===== config.mk =====
export PLATFORM = sky130hd
export DESIGN_NAME = serial_bus_interrupt_event_bits
export DESIGN_NICKNAME = d
export VERILOG_FILES = /design/src/irq_event_pkg.sv /design/src/serial_bus_interrupt_event_bits.sv
export SDC_FILE = /design/constraint.sdc
export NUM_CORES = 1
export LEC_CHECK = 0
export BUFFER_PORTS_ARGS = -buffer_cell sky130_fd_sc_hd__buf_2
export CAP_MARGIN = 10
export CORE_ASPECT_RATIO = 1.4
export CORE_MARGIN = 4
export CORE_UTILIZATION = 32
export CTS_BUF_LIST = sky130_fd_sc_hd__clkbuf_16
export DETAILED_ROUTE_END_ITERATION = 10
export PLACE_DENSITY = 0.77
export SYNTH_ARGS = -nofsm -noshare
export SYNTH_HDL_FRONTEND = slang
export SYNTH_SLANG_ARGS = --single-unit

===== constraint.sdc =====
create_clock -name mclk_in -period 1.55 [get_ports mclk_in]
set_clock_uncertainty 0.15 [all_clocks]
set_input_delay 0.3875 -clock mclk_in [delete_from_list [all_inputs] [get_ports mclk_in]]
set_output_delay 0.3875 -clock mclk_in [all_outputs]
set_load 0.05 [all_outputs]

===== src/irq_event_pkg.sv =====
`default_nettype none
package irq_event_pkg;
	// ==========================================
	// Register offsets and layout
	localparam logic [7:0] OFS_EVENT_SET = 8'h80;
	localparam logic [7:0] OFS_EVENT_CLR = 8'h84;
	localparam int BIT_LOST_CYCLE   = 22;
	localparam int BIT_SECONDS      = 21;
	localparam int BIT_NEW_CYCLE    = 20;
	localparam int BIT_PHY_IRQ      = 19;
	localparam int BIT_BUS_RESET    = 17;
	localparam int BIT_SELF_ID      = 16;
	localparam int BIT_LOCK_ERR     = 9;
	localparam int BIT_POSTED_ERR   = 8;
	localparam int BIT_ISO_RX       = 7;
	localparam int BIT_ISO_TX       = 6;
	localparam int BIT_RESP_PKT     = 5;
	localparam int BIT_REQ_PKT      = 4;
	localparam int BIT_RX_RESP_DONE = 3;
	localparam int BIT_RX_REQ_DONE  = 2;
	localparam int BIT_TX_RESP_DONE = 1;
	localparam int BIT_TX_REQ_DONE  = 0;
	// Top bit of the seven-bit seconds count
	localparam int SECONDS_WATCH    = 6;
	// Latched (set/clear) bits of the lower event word
	localparam logic [22:0] LATCH_MASK = 23'h7B033F;
	localparam logic [22:0] EVENT_RESET = 23'h000000;
	localparam logic [31:0] RDATA_RESET = 32'h0000_0000;

	// ==========================================
	// Hardware event strobes, one cycle each
	typedef struct packed {
		logic lock_resp_err;
		logic posted_wr_err;
		logic phy_status_irq;
		logic phy_bus_reset;
		logic self_id_stream_end;
		logic resp_pkt_stored;
		logic req_pkt_stored;
		logic rx_resp_cmd_done;
		logic rx_req_cmd_done;
		logic tx_resp_cmd_done;
		logic tx_req_cmd_done;
		logic subaction_gap;
		logic arb_reset_gap;
		logic cycle_start_seen;
	} hw_events_t;

	// Host register access
	typedef struct packed {
		logic        wr;
		logic        rd;
		logic [7:0]  addr;
		logic [31:0] wdata;
	} host_req_t;
endpackage
`default_nettype wire


===== src/serial_bus_interrupt_event_bits.sv =====
`default_nettype none
// Contract
// RULE_01: Lost cycle: two new cycles without cycle_start
// RULE_02: Predict lost cycle from gaps
// RULE_03: Seconds bit seven change sets rollover
// RULE_04: Cycle count LSB toggle sets new_cycle
// RULE_05: Physical-layer status interrupt sets flag
// RULE_06: Reserved bits read zero
// RULE_07: Bus reset entry sets flag
// RULE_08: Self-id stream end sets done
// RULE_09: Bus reset clears self-id done
// RULE_10: Unacknowledged lock response sets error
// RULE_11: Host error on posted write sets error
// RULE_12: Iso receive summary, unlatched OR
// RULE_13: Iso transmit summary, unlatched OR
// RULE_14: Response packet stored sets flag
// RULE_15: Request packet stored sets flag
// RULE_16: Rx response descriptor completion sets flag
// RULE_17: Rx request descriptor completion sets flag
// RULE_18: Tx response command completion sets flag
// RULE_19: Tx request command completion sets flag
// RULE_20: Set and clear addresses; clear read masked
// RULE_21: Write one sets or clears; zero ignored
// RULE_22: Hardware set beats software clear
module serial_bus_interrupt_event_bits
	import irq_event_pkg::*;
#(
	parameter int ISO_CTX = 8
)(
	// Clock and reset
	input  wire logic               mclk_in,
	input  wire logic               rst_n_in,
	// Host register access
	input  wire host_req_t          host_req_in,
	output logic [31:0]             rdata_out,
	output logic                    rvalid_out,
	// Cycle timer state
	input  wire logic [6:0]         cycle_seconds_in,
	input  wire logic               cycle_count_lsb_in,
	// Block-internal event strobes
	input  wire hw_events_t         events_in,
	// Neighbour registers
	input  wire logic [22:0]        int_mask_in,
	input  wire logic [ISO_CTX-1:0] iso_rx_event_in,
	input  wire logic [ISO_CTX-1:0] iso_rx_mask_in,
	input  wire logic [ISO_CTX-1:0] iso_tx_event_in,
	input  wire logic [ISO_CTX-1:0] iso_tx_mask_in,
	// Flag state
	output logic [22:0]             event_flags_out
);

	// ==========================================
	// State
	logic [22:0] event_reg,    event_next;
	logic        sec_bit_reg,  sec_bit_next;
	logic        lsb_reg,      lsb_next;
	logic        armed_reg,    armed_next;
	logic        seen_reg,     seen_next;
	logic        gap_done_reg, gap_done_next;
	logic        prime_reg,    prime_next;
	logic [31:0] rdata_reg,    rdata_next;
	logic        rvalid_reg,   rvalid_next;

	// Set and clear requests for this edge
	logic [22:0] hw_set;
	logic [22:0] sw_set;
	logic [22:0] sw_clr;
	// Read view with the live summary bits merged in
	logic [22:0] live;
	// Timer and lost-cycle strobes
	logic        new_cycle;
	logic        sec_change;
	logic        lost;
	// Unlatched summaries of the context registers
	logic        iso_rx_sum;
	logic        iso_tx_sum;
	// Decoded host strobes
	logic        wr_set_hit;
	logic        wr_clr_hit;
	logic        rd_set_hit;
	logic        rd_clr_hit;

	// ==========================================
	// Helper functions
	// True when a strobe targets the given offset
	function automatic logic addr_hit(
		input logic       strobe,
		input logic [7:0] addr,
		input logic [7:0] offset
	);
		return strobe && (addr == offset);
	endfunction

	// Latched bits a one-write may touch
	function automatic logic [22:0] write_bits(
		input logic [31:0] wdata
	);
		// Summary and reserved bits never take a write
		return wdata[22:0] & LATCH_MASK;
	endfunction

	// Any context both flagged and enabled
	function automatic logic any_masked(
		input logic [ISO_CTX-1:0] event_bits,
		input logic [ISO_CTX-1:0] mask_bits
	);
		return |(event_bits & mask_bits);
	endfunction

	// Zero-extend the lower event word to the bus width
	function automatic logic [31:0] widen(
		input logic [22:0] bits
	);
		return {9'h000, bits};
	endfunction

	// ==========================================
	// Event detection
	// Each flag strobe on events_in is one cycle wide and lands in
	// its flag on the next edge (self-id end only without a bus reset); the timer bits become strobes
	// here by comparing them with the tracked copies
	always_comb
	begin
		new_cycle = prime_reg && (cycle_count_lsb_in != lsb_reg); // RULE_04
		sec_change = prime_reg && (cycle_seconds_in[SECONDS_WATCH] != sec_bit_reg); // RULE_03
		iso_rx_sum = any_masked(iso_rx_event_in, iso_rx_mask_in); // RULE_12
		iso_tx_sum = any_masked(iso_tx_event_in, iso_tx_mask_in); // RULE_13
		lost = 1'b0;
		// Second boundary with no start in between
		if (new_cycle && armed_reg && !seen_reg && !events_in.cycle_start_seen)
			lost = 1'b1; // RULE_01
		// Prediction lets software react before the next boundary;
		// a start that arrives late still leaves the flag set
		// Second subaction gap after boundary with no start yet
		if (armed_reg && !seen_reg && gap_done_reg && events_in.subaction_gap)
			lost = 1'b1; // RULE_02
		// Arbitration reset gap before any start
		if (armed_reg && !seen_reg && events_in.arb_reset_gap)
			lost = 1'b1; // RULE_02
		// Collect all hardware set requests by flag position
		hw_set = '0;
		hw_set[BIT_LOST_CYCLE]   = lost;
		hw_set[BIT_SECONDS]      = sec_change; // RULE_03
		hw_set[BIT_NEW_CYCLE]    = new_cycle; // RULE_04
		hw_set[BIT_PHY_IRQ]      = events_in.phy_status_irq; // RULE_05
		hw_set[BIT_BUS_RESET]    = events_in.phy_bus_reset; // RULE_07
		hw_set[BIT_SELF_ID]      = events_in.self_id_stream_end && !events_in.phy_bus_reset; // RULE_08
		hw_set[BIT_LOCK_ERR]     = events_in.lock_resp_err; // RULE_10
		hw_set[BIT_POSTED_ERR]   = events_in.posted_wr_err; // RULE_11
		hw_set[BIT_RESP_PKT]     = events_in.resp_pkt_stored; // RULE_14
		hw_set[BIT_REQ_PKT]      = events_in.req_pkt_stored; // RULE_15
		hw_set[BIT_RX_RESP_DONE] = events_in.rx_resp_cmd_done; // RULE_16
		hw_set[BIT_RX_REQ_DONE]  = events_in.rx_req_cmd_done; // RULE_17
		hw_set[BIT_TX_RESP_DONE] = events_in.tx_resp_cmd_done; // RULE_18
		hw_set[BIT_TX_REQ_DONE]  = events_in.tx_req_cmd_done; // RULE_19
	end

	// ==========================================
	// Timer trackers
	// Keep the last timer bits so a change reads as an event;
	// prime stays low for the first cycle out of reset so the
	// trackers load before any compare, avoiding a false event
	always_comb
	begin
		prime_next   = 1'b1;
		sec_bit_next = cycle_seconds_in[SECONDS_WATCH];
		lsb_next     = cycle_count_lsb_in;
	end

	// Timer tracker registers
	always_ff @(posedge mclk_in)
	begin
		if (!rst_n_in)
		begin
			prime_reg   <= 1'b0;
			sec_bit_reg <= 1'b0;
			lsb_reg     <= 1'b0;
		end
		else
		begin
			prime_reg   <= prime_next;
			sec_bit_reg <= sec_bit_next;
			lsb_reg     <= lsb_next;
		end
	end

	// ==========================================
	// Lost-cycle bookkeeping
	// armed: a boundary has passed since reset and since any predicted loss
	// seen: a cycle start arrived since the last boundary
	// gap_done: the first subaction gap of this cycle passed
	// A start on the boundary edge also opens the new cycle
	always_comb
	begin
		armed_next    = armed_reg;
		seen_next     = seen_reg || events_in.cycle_start_seen;
		gap_done_next = gap_done_reg;
		if (new_cycle)
		begin
			armed_next    = 1'b1;
			seen_next     = events_in.cycle_start_seen;
			gap_done_next = 1'b0;
		end
		else if (events_in.subaction_gap)
			gap_done_next = 1'b1;
		// Only flag one predicted loss per cycle
		if (lost && !new_cycle)
			armed_next = 1'b0;
	end

	// Lost-cycle registers
	always_ff @(posedge mclk_in)
	begin
		if (!rst_n_in)
		begin
			armed_reg    <= 1'b0;
			seen_reg     <= 1'b0;
			gap_done_reg <= 1'b0;
		end
		else
		begin
			armed_reg    <= armed_next;
			seen_reg     <= seen_next;
			gap_done_reg <= gap_done_next;
		end
	end

	// ==========================================
	// Host access decode
	// One strobe per access; any other offset is ignored
	always_comb
	begin
		wr_set_hit = addr_hit(host_req_in.wr, host_req_in.addr, OFS_EVENT_SET); // RULE_20
		wr_clr_hit = addr_hit(host_req_in.wr, host_req_in.addr, OFS_EVENT_CLR); // RULE_20
		rd_set_hit = addr_hit(host_req_in.rd, host_req_in.addr, OFS_EVENT_SET); // RULE_20
		rd_clr_hit = addr_hit(host_req_in.rd, host_req_in.addr, OFS_EVENT_CLR); // RULE_20
		sw_set = '0;
		sw_clr = '0;
		if (wr_set_hit)
			sw_set = write_bits(host_req_in.wdata); // RULE_21
		if (wr_clr_hit)
			sw_clr = write_bits(host_req_in.wdata); // RULE_21
	end

	// ==========================================
	// Flag update
	// Hardware sets are merged after the clear so an event
	// landing together with a clear write is never lost
	always_comb
	begin
		event_next = ((event_reg & ~sw_clr) | sw_set | hw_set) & LATCH_MASK; // RULE_22
		// Bus reset entry wipes a stale self-id result
		if (events_in.phy_bus_reset)
			event_next[BIT_SELF_ID] = 1'b0; // RULE_09
	end

	// Flag register
	always_ff @(posedge mclk_in)
	begin
		if (!rst_n_in)
			event_reg <= EVENT_RESET;
		else
			event_reg <= event_next;
	end

	// ==========================================
	// Read port
	// Summary bits are live, taken on the read edge
	always_comb
	begin
		live = event_reg;
		live[BIT_ISO_RX] = iso_rx_sum; // RULE_12
		live[BIT_ISO_TX] = iso_tx_sum; // RULE_13
		// Valid pulses for any read, mapped or not
		rvalid_next = host_req_in.rd;
		// Unmapped offsets and reserved bits read as zero
		rdata_next  = '0; // RULE_06
		if (rd_set_hit)
			rdata_next = widen(live); // RULE_20
		else if (rd_clr_hit)
			rdata_next = widen(live & int_mask_in); // RULE_20
	end

	// Read data registers
	always_ff @(posedge mclk_in)
	begin
		if (!rst_n_in)
		begin
			rdata_reg  <= RDATA_RESET;
			rvalid_reg <= 1'b0;
		end
		else
		begin
			rdata_reg  <= rdata_next;
			rvalid_reg <= rvalid_next;
		end
	end

	// ==========================================
	// Outputs
	// Straight from flip-flops; summaries are never latched,
	// so bits 7 and 6 of the flag word stay low
	assign rdata_out       = rdata_reg;
	assign rvalid_out      = rvalid_reg;
	assign event_flags_out = event_reg;

endmodule
`default_nettype wire


After elaboration in Yosys (flattened, before gate mapping)
Cells that the tools add are included.

Output and inout port bits: 56. Input bits: 121. Bits in registers: 62.

Bitwise gates (word level): 8. Equal/unequal tests: 4. Reduce and logical (&&, ||, !) cells: 26. Multiplexer cells: 9.

Operator list (number): 2-to-1 mux 23 bit (4); bitwise AND 23 bit (2); OR 23 bit (2); inverter 23 bit (1); bitwise AND 8 bit (2); == test 8 bit, second input constant (2); OR reduction 8 bit (2); logical AND 1 bit (15); OR reduction 2 bit (4); 2-to-1 mux 1 bit (5); zero test 1 bit (4); != test 1 bit (2); logical OR 1 bit (1); inverter 1 bit (1).

Longest topological paths before layout
Depth in word-level cells: 10. Depth in mapped cells: 6.

Least setup slack after synthesis
Ideal clock, no wire load.

Kind: input to register. Start point: in host_req_in[37] in the netlist's numbering. End point: reg event_reg[19], in the netlist event_flags_out[19]. Arrival: 1.305 ns. Path buffers: 0. Setup time: 0.120 ns. Stages: 4. Slack: -0.025 ns. Data required time: 1.280 ns. Cell sequence: nor4b_4 > and4b_4 > a21boi_0 > o31a_1.

Longest elaborated chain between the ends: 7. Elaborated cells between the ends (all ways): 10. Classes of those cells: 2 x eq/ne; 2 x mux; 4 x bitwise; 2 x reduce/logical.

RTL lines: from (decl) (line serial_bus_interrupt_event_bits.sv:34) `input wire host_req_t host_req_in,`; == test 8 bit (line serial_bus_interrupt_event_bits.sv:91) `return strobe && (addr == offset);`; logical AND 1 bit (line serial_bus_interrupt_event_bits.sv:91); 2-to-1 mux 23 bit (line serial_bus_interrupt_event_bits.sv:241) `if (wr_clr_hit)`; inverter 23 bit (line serial_bus_interrupt_event_bits.sv:251) `event_next = ((event_reg & ~sw_clr) | sw_set | hw_set) & LATCH_MASK;`; bitwise AND 23 bit (line serial_bus_interrupt_event_bits.sv:251); OR 23 bit * (2 in series) (line serial_bus_interrupt_event_bits.sv:251); to (signal assigned) (line serial_bus_interrupt_event_bits.sv:263) `event_reg <= event_next;`; to (decl) (line serial_bus_interrupt_event_bits.sv:54) `logic [22:0] event_reg, event_next;`.

Mark *: on every way between the ends. The rest lies on a longest branch, timed or not. A chain may end at the register's enable or synchronous reset.

Final worst setup path
Start point: in host_req_in[38] in the netlist's numbering. End point: reg event_reg[8], in the netlist event_flags_out[8].

The elaborated chain is that of the path after synthesis.

==> run metrics <==
via count of the first global-routing pass=1726; count of boundary I/O pins=177; simple-gate portion of the synthesized area=15.1%; area added between synthesis and finish=48.5%; Final Max Tran Viols=0; leakage power total=1.36 nW; number of storage elements in the synthesis netlist=37; total wire length=5140 µm; max frequency=0.667 GHz; Final ANT Viol Nets=0; global-route wire length before repair=7760 µm; share of final-layout standard cells stronger than drive strength 1=43.1%; initial core utilization=33.1%; reg-to-reg endpoint=event_flags_out[22]; core area=5240 µm²; share of the clock period used by the worst path=96.7%; mux share of post-synthesis cell area=0.577%; clock latency on the worst-skew pair=0.27 ns; fillcell total=546; vias per inst=4.53; area fraction in compound gates after synthesis=20.8%; Placement Rows=31; worst-case clock buffer depth=2; Synth warnings=0; xor and xnor fraction of the mapped netlist area=1.01%; # H-tree levels=2; Root Driver=sky130_fd_sc_hd__clkbuf_16; First-pass DRT Iterations=4; Synth Area in Adders=0%; Place WS=-0.236 ns; startpoint of the lowest-slack hold path=events_in[10]; peak fanout along the critical path=7; All-Layer GR Usage=14.5%; final setup slack of the worst path=0.0516 ns; Setup crit start kind=input pin; max FFs per register=16; Setup crit end kind=register; die extent in x=70.2 µm; maximum number of pins on one net before global-route repair=16; Synth Cell Area=1740 µm²; total clock sinks=37; Buffers on Ports=120; Nets=454; data arrival at the endpoint of the critical path=1.54 ns; sequential area share after synthesis=42.7%; main flop type after synthesis=sky130_fd_sc_hd__dfxtp_1; data required time at the worst endpoint=1.59 ns; number of buffers created by CTS=5; EDFF count, synth=0; gate count after technology mapping=204; r2r setup slk=0.32 ns; CTS clk-pin slew, worst paths=0.05 ns; max-capacitance violation count=0; cell depth of the worst min-delay path=2; Max VDD drop=0.518 mV; status=finished clean; post-DR wirelength/cell=12.9 µm; final estimated routing congestion in global placement=0.789; syn avg cell area=8.51 µm²; Hold Violations, Final=0; terminating pin of the worst hold path=event_flags_out[16]; main combinational cell family by area after synthesis=compound AO/OA/AOI/OAI gates; die area=6680 µm²; DIE HEIGHT=95.1 µm; unique cell type count in the Yosys netlist=32; WS Path Type=in2reg; CTS tree=built; Setup violations, final=0; number of diodes=0; PD cells=1020 nW/µm²; RSZ-0062 raised after global routing=yes; depth of the most critical reg-to-reg path=4; async set or reset register ratio after synthesis=0%; total negative slack=0 ns; count of vias placed by the detailed router=1813; First DRT Iteration DRCs=76; number of antenna violations at the first check in global routing=1; Reg2Reg Launch Point=lsb_reg; DRC=0; post-detailed-placement half-perimeter wirelength=4200 µm; residual overflow from global routing=0; fin crit period=1.50 ns; Hold WC Path Type=in2reg
## how the worst max path moves through the flow
stage                                from                   to  depth (start not counted)
final                     host_req_in[38]   event_flags_out[8]                          6
after CTS                 host_req_in[38]   event_flags_out[3]                          6
after global placement    host_req_in[38]  event_flags_out[16]                          5
after floorplan           host_req_in[38]  event_flags_out[19]                          4
after global routing      host_req_in[36]   event_flags_out[8]                          6
after detailed placement  host_req_in[38]   event_flags_out[3]                          6
## report_power, final
| part | internal, mW | leakage, nW | switching [mW] |
|---|---|---|---|
| registers | 0.990 | 0.304 | 0.0233 |
| logic | 0.163 | 0.971 | 0.357 |
| clock network | 0.746 | 0.0826 | 0.354 |
| total | 1.90 | 1.36 | 0.734 |
## cells in the final DEF (no fill, tap or decap), types with 4 or more instances in the layout
cell	Yosys	final
sky130_fd_sc_hd__buf_2	3	119
sky130_fd_sc_hd__dfxtp_1	37	37
sky130_fd_sc_hd__inv_1	25	26
sky130_fd_sc_hd__o21ai_0	27	26
sky130_fd_sc_hd__conb_1	1	25
sky130_fd_sc_hd__nor3_1	14	14
sky130_fd_sc_hd__nand3_1	13	11
sky130_fd_sc_hd__a31oi_1	11	10
sky130_fd_sc_hd__a22oi_1	8	8
sky130_fd_sc_hd__buf_4	25	8
sky130_fd_sc_hd__clkbuf_16	0	5
sky130_fd_sc_hd__nor2_1	4	4
sky130_fd_sc_hd__a21oi_1	4	4
## worst max-delay path, stage by stage
cell                      delay (ns)
sky130_fd_sc_hd__buf_2          0.11
sky130_fd_sc_hd__nor4b_4        0.32
sky130_fd_sc_hd__and4b_4        0.34
sky130_fd_sc_hd__buf_12         0.13
sky130_fd_sc_hd__nand3_2        0.07
sky130_fd_sc_hd__a31oi_1        0.17
## routing by layer
metal	global-route usage (%)	part of all wire, %
met4	4.95	0.97
met2	24.8	48
met1	16.5	40
met5	0	0.25
met3	5.80	11
## cell usage after synthesis, drive strengths merged, types with 3 or more instances
master	instances	area share (%)
dfxtp	37	43
buf	31	14
o21ai	27	7.8
inv	25	5.4
nor3	14	4.0
nand3	13	3.7
a31oi	11	4.0
a22oi	8	3.5
a21oi	4	1.2
nor2	4	0.86
and2	3	1.1
clkbuf	3	0.65
nand4	3	1.1
## repair_timing
action                                  CTS  global route
endpoints found under the setup margin    0             2
hold buffers                              0             0
resized for setup                         0             6
setup buffers                             0             0
## per-stage QoR
stage               instances  hold slack (ns)  power [mW]  util, %  instance area, µm²
CTS                       400            0.145        2.65     48.7                2550
detailed placement        392            0.314        1.55     45.6                2390
global route              400            0.154        2.75     49.2                2580
floorplan                 228            0.265        1.41        -                1830
finish                    400            0.149        2.63     49.2                2580
global placement          392            0.311        1.54     45.6                2390
## final cells by class
class / instances / area (µm²) / share of cell area, %
well taps: 66 / 82.6 / 3.20
multi-input cells: 132 / 759 / 29.5
clock inverters: 3 / 37.5 / 1.46
inverters: 25 / 93.8 / 3.64
flip-flops and latches: 37 / 741 / 28.7
clock buffers: 5 / 125 / 4.85
repair buffers: 132 / 738 / 28.6
## logic make-up (layout without fill, tap and decap cells)
group | after synthesis | count (layout)
flops | 37 | 37
simple gates | 45 | 45
mux | 1 | 1
other cells | 1 | 25
xor+xnor | 2 | 2
compound gates | 59 | 59
buf+inv | 59 | 165
Power figures use the tool's default switching activity.
